**src/fcs_map.svh**
```systemverilog
// constants for the flash command sequencer
`ifndef FCS_MAP_SVH
`define FCS_MAP_SVH
// ----------------------------------------
// addresses, patterns, sizes, bit positions and cycle counts
// ----------------------------------------
`define FCS_CTRL_ADDR 16'h0FFF
`define FCS_FREQ_ADDR 16'h0FFE
`define FCS_UNLOCK1 16'h4555
`define FCS_UNLOCK2 16'h4AAA
`define FCS_DAT_AA 8'hAA
`define FCS_DAT_55 8'h55
`define FCS_DAT_80 8'h80
`define FCS_DAT_SE 8'h30
`define FCS_DAT_PG 8'hA0
`define FCS_EN_PAT 4'h3
`define FCS_DIS_PAT 8'hC8
`define FCS_CTRL_RST 8'hC8
`define FCS_BOOT_LO 16'h3000
`define FCS_BOOT_HI 16'h3FFF
`define FCS_BOOT_SIZE 4096
`define FCS_FLASH_LO 16'hC000
`define FCS_TOGGLE_BIT 6
`define FCS_SECTOR_MSB 15
`define FCS_SECTOR_LSB 12
`define FCS_PROG_CYC 16'h0040
`define FCS_ERASE_CYC 16'h1000
`define FCS_GARBAGE 8'hFF
`endif

```
**src/fcs_pkg.sv**
```systemverilog
// types for the flash command sequencer
package fcs_pkg;
   typedef enum logic [2:0] {
      FCS_IDLE, FCS_U1, FCS_U2, FCS_U3, FCS_U4, FCS_U5, FCS_BUSY
   } fcs_state_e;
   typedef enum logic [1:0] {FCS_OP_NONE, FCS_OP_PROG, FCS_OP_ERASE} fcs_op_e;
   typedef struct packed {
      fcs_state_e st;
      fcs_op_e op;
      logic [7:0] ctrl;
      logic [15:0] cnt;
      logic toggle;
      logic [7:0] rdata;
      logic [15:0] fl_addr;
      logic [7:0] fl_wdata;
      logic fl_prog;
      logic fl_erase;
      logic busy;
      logic prom;
      logic strap_done;
   } fcs_state_s;
endpackage

```
**src/fcs_sequencer.sv**
```systemverilog
// flash command sequencer with unlock decode, busy toggle and memory map
`timescale 1ns/1ps
`include "fcs_map.svh"
module fcs_sequencer (
   input wire logic mclk,
   input wire logic rstn,
   input wire logic prom_strap,
   input wire logic [15:0] addr,
   input wire logic [7:0] wdata,
   input wire logic wr,
   input wire logic rd,
   input wire logic [7:0] flash_rdata,
   input wire logic [7:0] boot_rdata,
   input wire logic [7:0] freq_rdata,
   output logic [7:0] rdata,
   output logic [15:0] flash_addr,
   output logic [7:0] flash_wdata,
   output logic flash_prog,
   output logic flash_erase,
   output logic busy,
   output logic prom_mode
);
   fcs_pkg::fcs_state_s s_reg, s_next;
   logic unlocked;
   logic in_flash, in_boot, in_freq, is_ctrl;

   // ----------------------------------------
   // address decode
   // ----------------------------------------
   assign unlocked = (s_reg.ctrl[7:4] == `FCS_EN_PAT);
   assign in_flash = (addr >= `FCS_FLASH_LO);
   assign in_boot = s_reg.prom && (addr >= `FCS_BOOT_LO) && (addr <= `FCS_BOOT_HI);
   assign in_freq = !s_reg.prom && (addr == `FCS_FREQ_ADDR);
   assign is_ctrl = (addr == `FCS_CTRL_ADDR);

   // ----------------------------------------
   // next state
   // ----------------------------------------
   always_comb begin
      s_next = s_reg;
      s_next.fl_prog = 1'b0;
      s_next.fl_erase = 1'b0;
      if (!s_reg.strap_done) begin
         s_next.prom = prom_strap;
         s_next.strap_done = 1'b1;
      end
      if (wr && is_ctrl) begin
         s_next.ctrl = wdata;
      end
      // read path
      if (rd) begin
         if (is_ctrl) begin
            s_next.rdata = s_reg.ctrl;
         end else if (in_boot) begin
            s_next.rdata = boot_rdata;
         end else if (in_freq) begin
            s_next.rdata = freq_rdata;
         end else if (in_flash && s_reg.busy) begin
            s_next.rdata = `FCS_GARBAGE;
            s_next.rdata[`FCS_TOGGLE_BIT] = s_reg.toggle;
            s_next.toggle = !s_reg.toggle;
         end else if (in_flash) begin
            s_next.rdata = flash_rdata;
         end else begin
            s_next.rdata = 8'h00;
         end
      end
      // unlock sequence
      if (wr && !is_ctrl && s_reg.st != fcs_pkg::FCS_BUSY) begin
         s_next.st = fcs_pkg::FCS_IDLE;
         if (unlocked) begin
            case (s_reg.st)
               fcs_pkg::FCS_IDLE: begin
                  if (addr == `FCS_UNLOCK1 && wdata == `FCS_DAT_AA) begin
                     s_next.st = fcs_pkg::FCS_U1;
                  end
               end
               fcs_pkg::FCS_U1: begin
                  if (addr == `FCS_UNLOCK2 && wdata == `FCS_DAT_55) begin
                     s_next.st = fcs_pkg::FCS_U2;
                  end
               end
               fcs_pkg::FCS_U2: begin
                  if (addr == `FCS_UNLOCK1 && wdata == `FCS_DAT_80) begin
                     s_next.st = fcs_pkg::FCS_U3;
                  end else if (addr == `FCS_UNLOCK1 && wdata == `FCS_DAT_PG) begin
                     s_next.st = fcs_pkg::FCS_U5;
                     s_next.op = fcs_pkg::FCS_OP_PROG;
                  end
               end
               fcs_pkg::FCS_U3: begin
                  if (addr == `FCS_UNLOCK1 && wdata == `FCS_DAT_AA) begin
                     s_next.st = fcs_pkg::FCS_U4;
                  end
               end
               fcs_pkg::FCS_U4: begin
                  if (addr == `FCS_UNLOCK2 && wdata == `FCS_DAT_55) begin
                     s_next.st = fcs_pkg::FCS_U5;
                     s_next.op = fcs_pkg::FCS_OP_ERASE;
                  end
               end
               fcs_pkg::FCS_U5: begin
                  if (in_flash && s_reg.op == fcs_pkg::FCS_OP_PROG) begin
                     s_next.st = fcs_pkg::FCS_BUSY;
                     s_next.fl_prog = 1'b1;
                     s_next.fl_addr = addr;
                     s_next.fl_wdata = wdata;
                     s_next.cnt = `FCS_PROG_CYC;
                  end else if (in_flash && wdata == `FCS_DAT_SE) begin
                     s_next.st = fcs_pkg::FCS_BUSY;
                     s_next.fl_erase = 1'b1;
                     s_next.fl_addr = {addr[`FCS_SECTOR_MSB:`FCS_SECTOR_LSB], 12'h000};
                     s_next.fl_wdata = wdata;
                     s_next.cnt = `FCS_ERASE_CYC;
                  end
               end
               default: s_next.st = fcs_pkg::FCS_IDLE;
            endcase
         end
      end
      if (s_next.st == fcs_pkg::FCS_BUSY && s_reg.st != fcs_pkg::FCS_BUSY) begin
         s_next.busy = 1'b1;
         s_next.toggle = 1'b1;
      end
      if (s_reg.st == fcs_pkg::FCS_BUSY) begin
         if (s_reg.cnt <= 16'h0001) begin
            s_next.st = fcs_pkg::FCS_IDLE;
            s_next.busy = 1'b0;
            s_next.op = fcs_pkg::FCS_OP_NONE;
            s_next.cnt = 16'h0000;
         end else begin
            s_next.cnt = s_reg.cnt - 16'h0001;
         end
      end
   end

   // ----------------------------------------
   // state register
   // ----------------------------------------
   always_ff @(posedge mclk or negedge rstn) begin
      if (!rstn) begin
         s_reg <= '0;
         s_reg.ctrl <= `FCS_CTRL_RST;
      end else begin
         s_reg <= s_next;
      end
   end

   assign rdata = s_reg.rdata;
   assign flash_addr = s_reg.fl_addr;
   assign flash_wdata = s_reg.fl_wdata;
   assign flash_prog = s_reg.fl_prog;
   assign flash_erase = s_reg.fl_erase;
   assign busy = s_reg.busy;
   assign prom_mode = s_reg.prom;
endmodule

```
**config.mk**
```make
export PLATFORM = sky130hd
export DESIGN_NAME = fcs_sequencer
export DESIGN_NICKNAME = d
export VERILOG_FILES = /design/src/fcs_pkg.sv /design/src/fcs_sequencer.sv
export VERILOG_INCLUDE_DIRS = /design/src
export SDC_FILE = /design/constraint.sdc
export NUM_CORES = 1
export LEC_CHECK = 0
export BUFFER_PORTS_ARGS = -buffer_cell sky130_fd_sc_hd__clkbuf_2
export CAP_MARGIN = 15
export CORE_AREA = 4 4 79 95
export CTS_CLUSTER_SIZE = 30
export DETAILED_ROUTE_END_ITERATION = 8
export DIE_AREA = 0 0 83 99
export PLACE_DENSITY = 0.8
export SETUP_SLACK_MARGIN = 0.4
export SLEW_MARGIN = 20
export SYNTH_ARGS = -nofsm -noshare
export SYNTH_HDL_FRONTEND = slang
export SYNTH_SLANG_ARGS = --single-unit
```
**constraint.sdc**
```tcl
create_clock -name mclk -period 4.83 [get_ports mclk]
set_input_delay 0.966 -clock mclk [delete_from_list [all_inputs] [get_ports mclk]]
set_output_delay 0.966 -clock mclk [all_outputs]
set_load 0.03 [all_outputs]
```
==> results.yml, run 1 <==
floorplan:
  die-height_um: 99
  rows: 32
  ios: 89
  die_area_sq_um: 8220
  die_x_um: 83
  start_util_pct: 57.7
  core_sq_um: 6490
detailed_routing:
  first_pass_iters: 4
  wl_per_cell_um: 15.7
  postRouteAntennaNets: 0
  vias: 3324
  drcViolationCount: 0
  viasPerCell: 5.81
  drtIter0Drc: 292
  drt_wl_total_um: 8970
layout:
  largest_register_ffs: 31
  antenna_cells: 0
  layout_commonest_cell: "clkbuf_2"
  final_core_util_pct: 65.1
  final_cell_mix: "88 x clkbuf_2, 79 x nand2_1, 64 x dfrtp_1"
  drive_above_1_share_pct: 26.5
  nFillCells: 555
  fin_nets: 537
  syn_to_final_growth_pct: 12.9
timing:
  tightest_slew_ns: 0.835
  setup-tns-final_ns: 0
  slew_violations: 0
  finalHoldViolations: 0
  period_share_pct: 66.4
  rsz0062_at_grt: "no"
  setup-violations-final: 0
  max_freq_ghz: 0.312
  final.min_clock_period_ns: 3.21
  max_slew_margin_pct: 44.4
  fin_skew_ns: 0.00926
worst_setup_path:
  crit_fanout: 18
  critPathRequiredTime_ns: 5.02
  cp.arrival_ns: 3.40
  critPathKind: "primary input to register"
  end_kind: "register"
  cp_cell_sequence: "clkbuf_2, or4_1, or3_4, o21ai_4, nand2b_1, a22oi_1, nor3_4, a31oi_1"
  critPathMaxStageDelay_ns: 0.63
  critPathLaunchType: "primary input"
  crit_slowest_cell: "nor3_4"
logic_synthesis:
  yosysWarningCount: 0
  syn_avg_cell_area_sq_um: 8.66
  syn_nets: 487
  synth_enable_flop_cells: 0
  syn_inst: 432
  synth-main-ff-cell: "dfrtp_1"
  synthArstFlopShare_pct: 100
  syn_area_sq_um: 3740
  synth-seq-cells: 67
  seq_area_frac_synth_pct: 44.9
  synth_cell_types: 55
global_routing:
  grt_pass1_wl_um: 14900
  grt_pass1_vias: 3226
  grt_usage_pct: 22.4
  overflow: 0
  grt_max_degree: 36
  antenna_found_initial: 0
power_and_ir_drop:
  p_leak_nw: 1.98
  peakVddDrop_mv: 0.161
  power_density_nw_per_um2: 288
clock_network:
  cts_buffers: 9
  worstSkewPairLatency_ns: 0.34
  h-tree-depth: 3
  cts_hold_buf: 0
  cts_tree: "done"
  clk_path_buf_depth: 2
  cts_setup_buffers: 0
  cts_resized: 0
  cts.sink_count: 67
  cts-root-buf: "clkbuf_8"
  path_clk_slew_ns: 0.07
placed_design:
  globalplace.congestion: 0.942
  place_hpwl_um: 6830
  io_buffers: 88
outcome:
  status: "finished clean"
flow_run:
  cap_violations: 0
hold_path:
  hp-class: "register to register"
[worst paths after layout]
kind	startpoint	endpoint	slack [ns]	cells past startpoint
max	addr[14]	s_reg[42]	1.62	8
min	flash_addr[5]	flash_addr[5]	0.47	2
max reg2reg	s_reg[66]	s_reg[42]	2.14	7
min reg2reg	flash_addr[5]	flash_addr[5]	0.47	2
max in group asynchronous	rstn	s_reg[60]	3.18	2
min in group asynchronous	rstn	flash_wdata[6]	0.69	1
[cell type report]
type	count	area [sq um]	share of cell area, %
well taps	85	106	2.52
clock buffers	12	155	3.68
clock inverters	4	72.6	1.72
multi-input cells	307	1720	40.8
flip-flops and latches	67	1680	39.8
repair buffers	91	463	11.0
inverters	6	22.5	0.533
[metrics by stage]
stage          worst slack [ns]  power [mW]  cell area (sq um)  instances  hold WS, ns
3_3_place_gp               1.33       0.700               3990        556        0.450
5_1_grt                    1.45        1.26               4220        572        0.498
6_report                   1.62        1.22               4220        572        0.472
4_1_cts                    1.61        1.23               4220        572        0.473
2_1_floorplan              1.81       0.653               3740        432        0.436
3_5_place_dp               1.25       0.703               3990        556        0.459
[kinds of logic (layout without fill, tap and decap cells)]
kind of cell               Yosys count  in the layout  synth area share [%]
muxes                               11             11                  3.25
AOI/OAI and AO/OA                   81             81                  13.3
DFF                                 67             67                  44.9
adders and majority gates            2              2                 0.669
buffers and inverters               58            113                  9.23
and+or+nand+nor                    211            211                  28.3
other                                1              1                 0.100
xor gates and xnor gates             1              1                 0.234
[Yosys cell counts, types with 5 or more instances]
master	number	share of area [%]
nor2_1	42	4.2
or4_1	6	1.2
a21oi_1	31	4.1
clkbuf_1	18	1.8
nand4_1	6	1.0
nor4_1	5	0.84
mux2_2	8	2.4
inv_1	6	0.60
a31oi_1	16	2.7
nand2b_1	5	0.84
buf_4	32	6.4
dfrtp_1	64	43
nand2_1	79	7.9
o21ai_0	12	1.6
nor3_1	10	1.3
nand3_1	24	3.2
nor4b_1	5	1.2
[metal layers]
metal | vias to the layer above | global-route usage [%] | part of all wire (%)
met2 | 127 | 39.7 | 53
met3 | 21 | 4.18 | 6.0
met1 | 1592 | 25.7 | 38
met5 | - | 0 | 0
li1 | 1584 | - | -
met4 | 0 | 11.4 | 3.1
[critical path: cells and delay by family]
family,cells,cell delay [ns]
simple gates,4,1.73
buf+inv,1,0.11
compound gates,3,0.59
[where the power goes]
part | switching, mW | total, mW | internal [mW]
clock network | 0.206 | 0.524 | 0.318
registers | 0.00853 | 0.582 | 0.574
logic | 0.0694 | 0.110 | 0.0408
No activity file was read; power rests on OpenSTA's default activity.
==> run 2, diff against run 1 <==
CORE_AREA = 4 4 81 99   (was 4 4 79 95)
DIE_AREA = 0 0 85 103   (was 0 0 83 99)
PLACE_DENSITY = 0.75   (was 0.8)
clock period = 3.3 ns   (was 4.83 ns; I/O delays follow)
==> run 2 against run 1 <==
Against the previous run:
- die area increased by 6.5%
- via count down 1.6%
- combinational power grew 47%
- largest cell class unchanged
==> results.yml, run 2 (synthesis gave the netlist of run 1 again) <==
layout:
  instances_no_fill: 581
  syn_to_final_growth_pct: 12.8
  nFillCells: 655
  fin_nets: 541
  final_cell_mix: "87 x clkbuf_2, 79 x nand2_1, 64 x dfrtp_1"
  layout_commonest_cell: "clkbuf_2"
  largest_register_ffs: 31
  antenna_cells: 0
  drive_above_1_share_pct: 26.9
timing:
  rsz0062_at_grt: "no"
  tightest_slew_ns: 0.675
  setup-tns-final_ns: 0
  finalHoldViolations: 0
  max_freq_ghz: 0.373
  setup-violations-final: 0
  slew_violations: 0
  fin_skew_ns: 0.0123
  final.min_clock_period_ns: 2.68
  max_slew_margin_pct: 54.8
  period_share_pct: 81.3
floorplan:
  rows: 34
  core_sq_um: 7100
  die-height_um: 103
  ios: 89
  die_x_um: 85
  die_area_sq_um: 8760
  start_util_pct: 52.6
worst_setup_path:
  crit_slowest_cell: "or4_1"
  cp_num_buf_inv: 2
  end_kind: "register"
  critPathLaunchType: "primary input"
  cp_top_family: "simple AND/OR/NAND/NOR gates"
  cp_cell_sequence: "clkbuf_2, or4_1, or3_4, o21ai_4, mux2_1, o21ai_2, nor3_4, buf_4, a21o_1"
  critPathRequiredTime_ns: 3.53
  cp.arrival_ns: 2.92
  crit_fanout: 18
  critPathKind: "primary input to register"
  critPathMaxStageDelay_ns: 0.54
clock_network:
  h-tree-depth: 3
  cts_buffers: 9
  worstSkewPairLatency_ns: 0.35
  cts_resized: 0
  clk_path_buf_depth: 2
  cts_tree: "done"
  cts_hold_buf: 0
  cts_setup_buffers: 0
  cts-root-buf: "clkbuf_8"
  path_clk_slew_ns: 0.07
  cts.sink_count: 67
detailed_routing:
  drcViolationCount: 0
  viasPerCell: 5.63
  drt_wl_total_um: 8950
  first_pass_iters: 4
  postRouteAntennaNets: 0
  vias: 3272
  wl_per_cell_um: 15.4
  drtIter0Drc: 198
placed_design:
  io_buffers: 88
  globalplace.congestion: 0.861
  place_inst: 565
  place_hpwl_um: 6850
global_routing:
  overflow: 0
  grt_usage_pct: 21.2
  grt_pass1_vias: 3162
  grt_max_degree: 68
  grt_pass1_wl_um: 14600
  antenna_found_initial: 0
hold_path:
  hp-class: "primary input to async pin"
power_and_ir_drop:
  p_total_mw: 1.63
  power_density_nw_per_um2: 387
  peakVddDrop_mv: 0.224
  p_leak_nw: 1.98
outcome:
  status: "finished clean"
flow_run:
  cap_violations: 0
==> run 2: path summary, 6_finish.rpt <==
kind	from	to	slack, ns	cells after the start
max	addr[14]	s_reg[37]	0.62	9
max in group asynchronous	rstn	s_reg[61]	2.66	2
min in group mclk	flash_addr[14]	flash_addr[14]	0.47	1
min reg2reg	flash_addr[14]	flash_addr[14]	0.47	1
max reg2reg	s_reg[44]	s_reg[50]	0.89	7
min	rstn	s_reg[0]	0.32	2
==> run 2: power by group <==
group	internal, mW	total [mW]	switching (mW)
clock network	0.311	0.617	0.306
logic	0.0616	0.162	0.101
registers	0.840	0.852	0.0127
==> run 2: layout make-up <==
class / instances / area [sq um] / share of cell area (%)
clock buffer: 12 / 155 / 3.68
sequential: 67 / 1680 / 39.8
inverter: 6 / 22.5 / 0.534
clock inverter: 4 / 25.0 / 0.593
timing repair buffer: 95 / 505 / 12.0
multi-input combinational: 307 / 1720 / 40.7
tap: 90 / 113 / 2.67
==> run 2: stage by stage <==
stage | instance area (sq um) | utilization (%) | setup slack, ns | hold WS, ns
2_1_floorplan | 3740 | - | 0.585 | 0.364
3_3_place_gp | 4040 | 56.9 | 0.316 | 0.449
3_5_place_dp | 4040 | 56.9 | 0.251 | 0.452
4_1_cts | 4220 | 59.4 | 0.619 | 0.330
5_1_grt | 4220 | 59.4 | 0.536 | 0.337
6_report | 4220 | 59.4 | 0.616 | 0.316
==> run 2: metal layers <==
metal | global-route usage, % | routed length [um]
met2 | 37.1 | 4720
met4 | 11.2 | 246
met1 | 24.6 | 3550
met3 | 4.08 | 440
met5 | 0 | 0
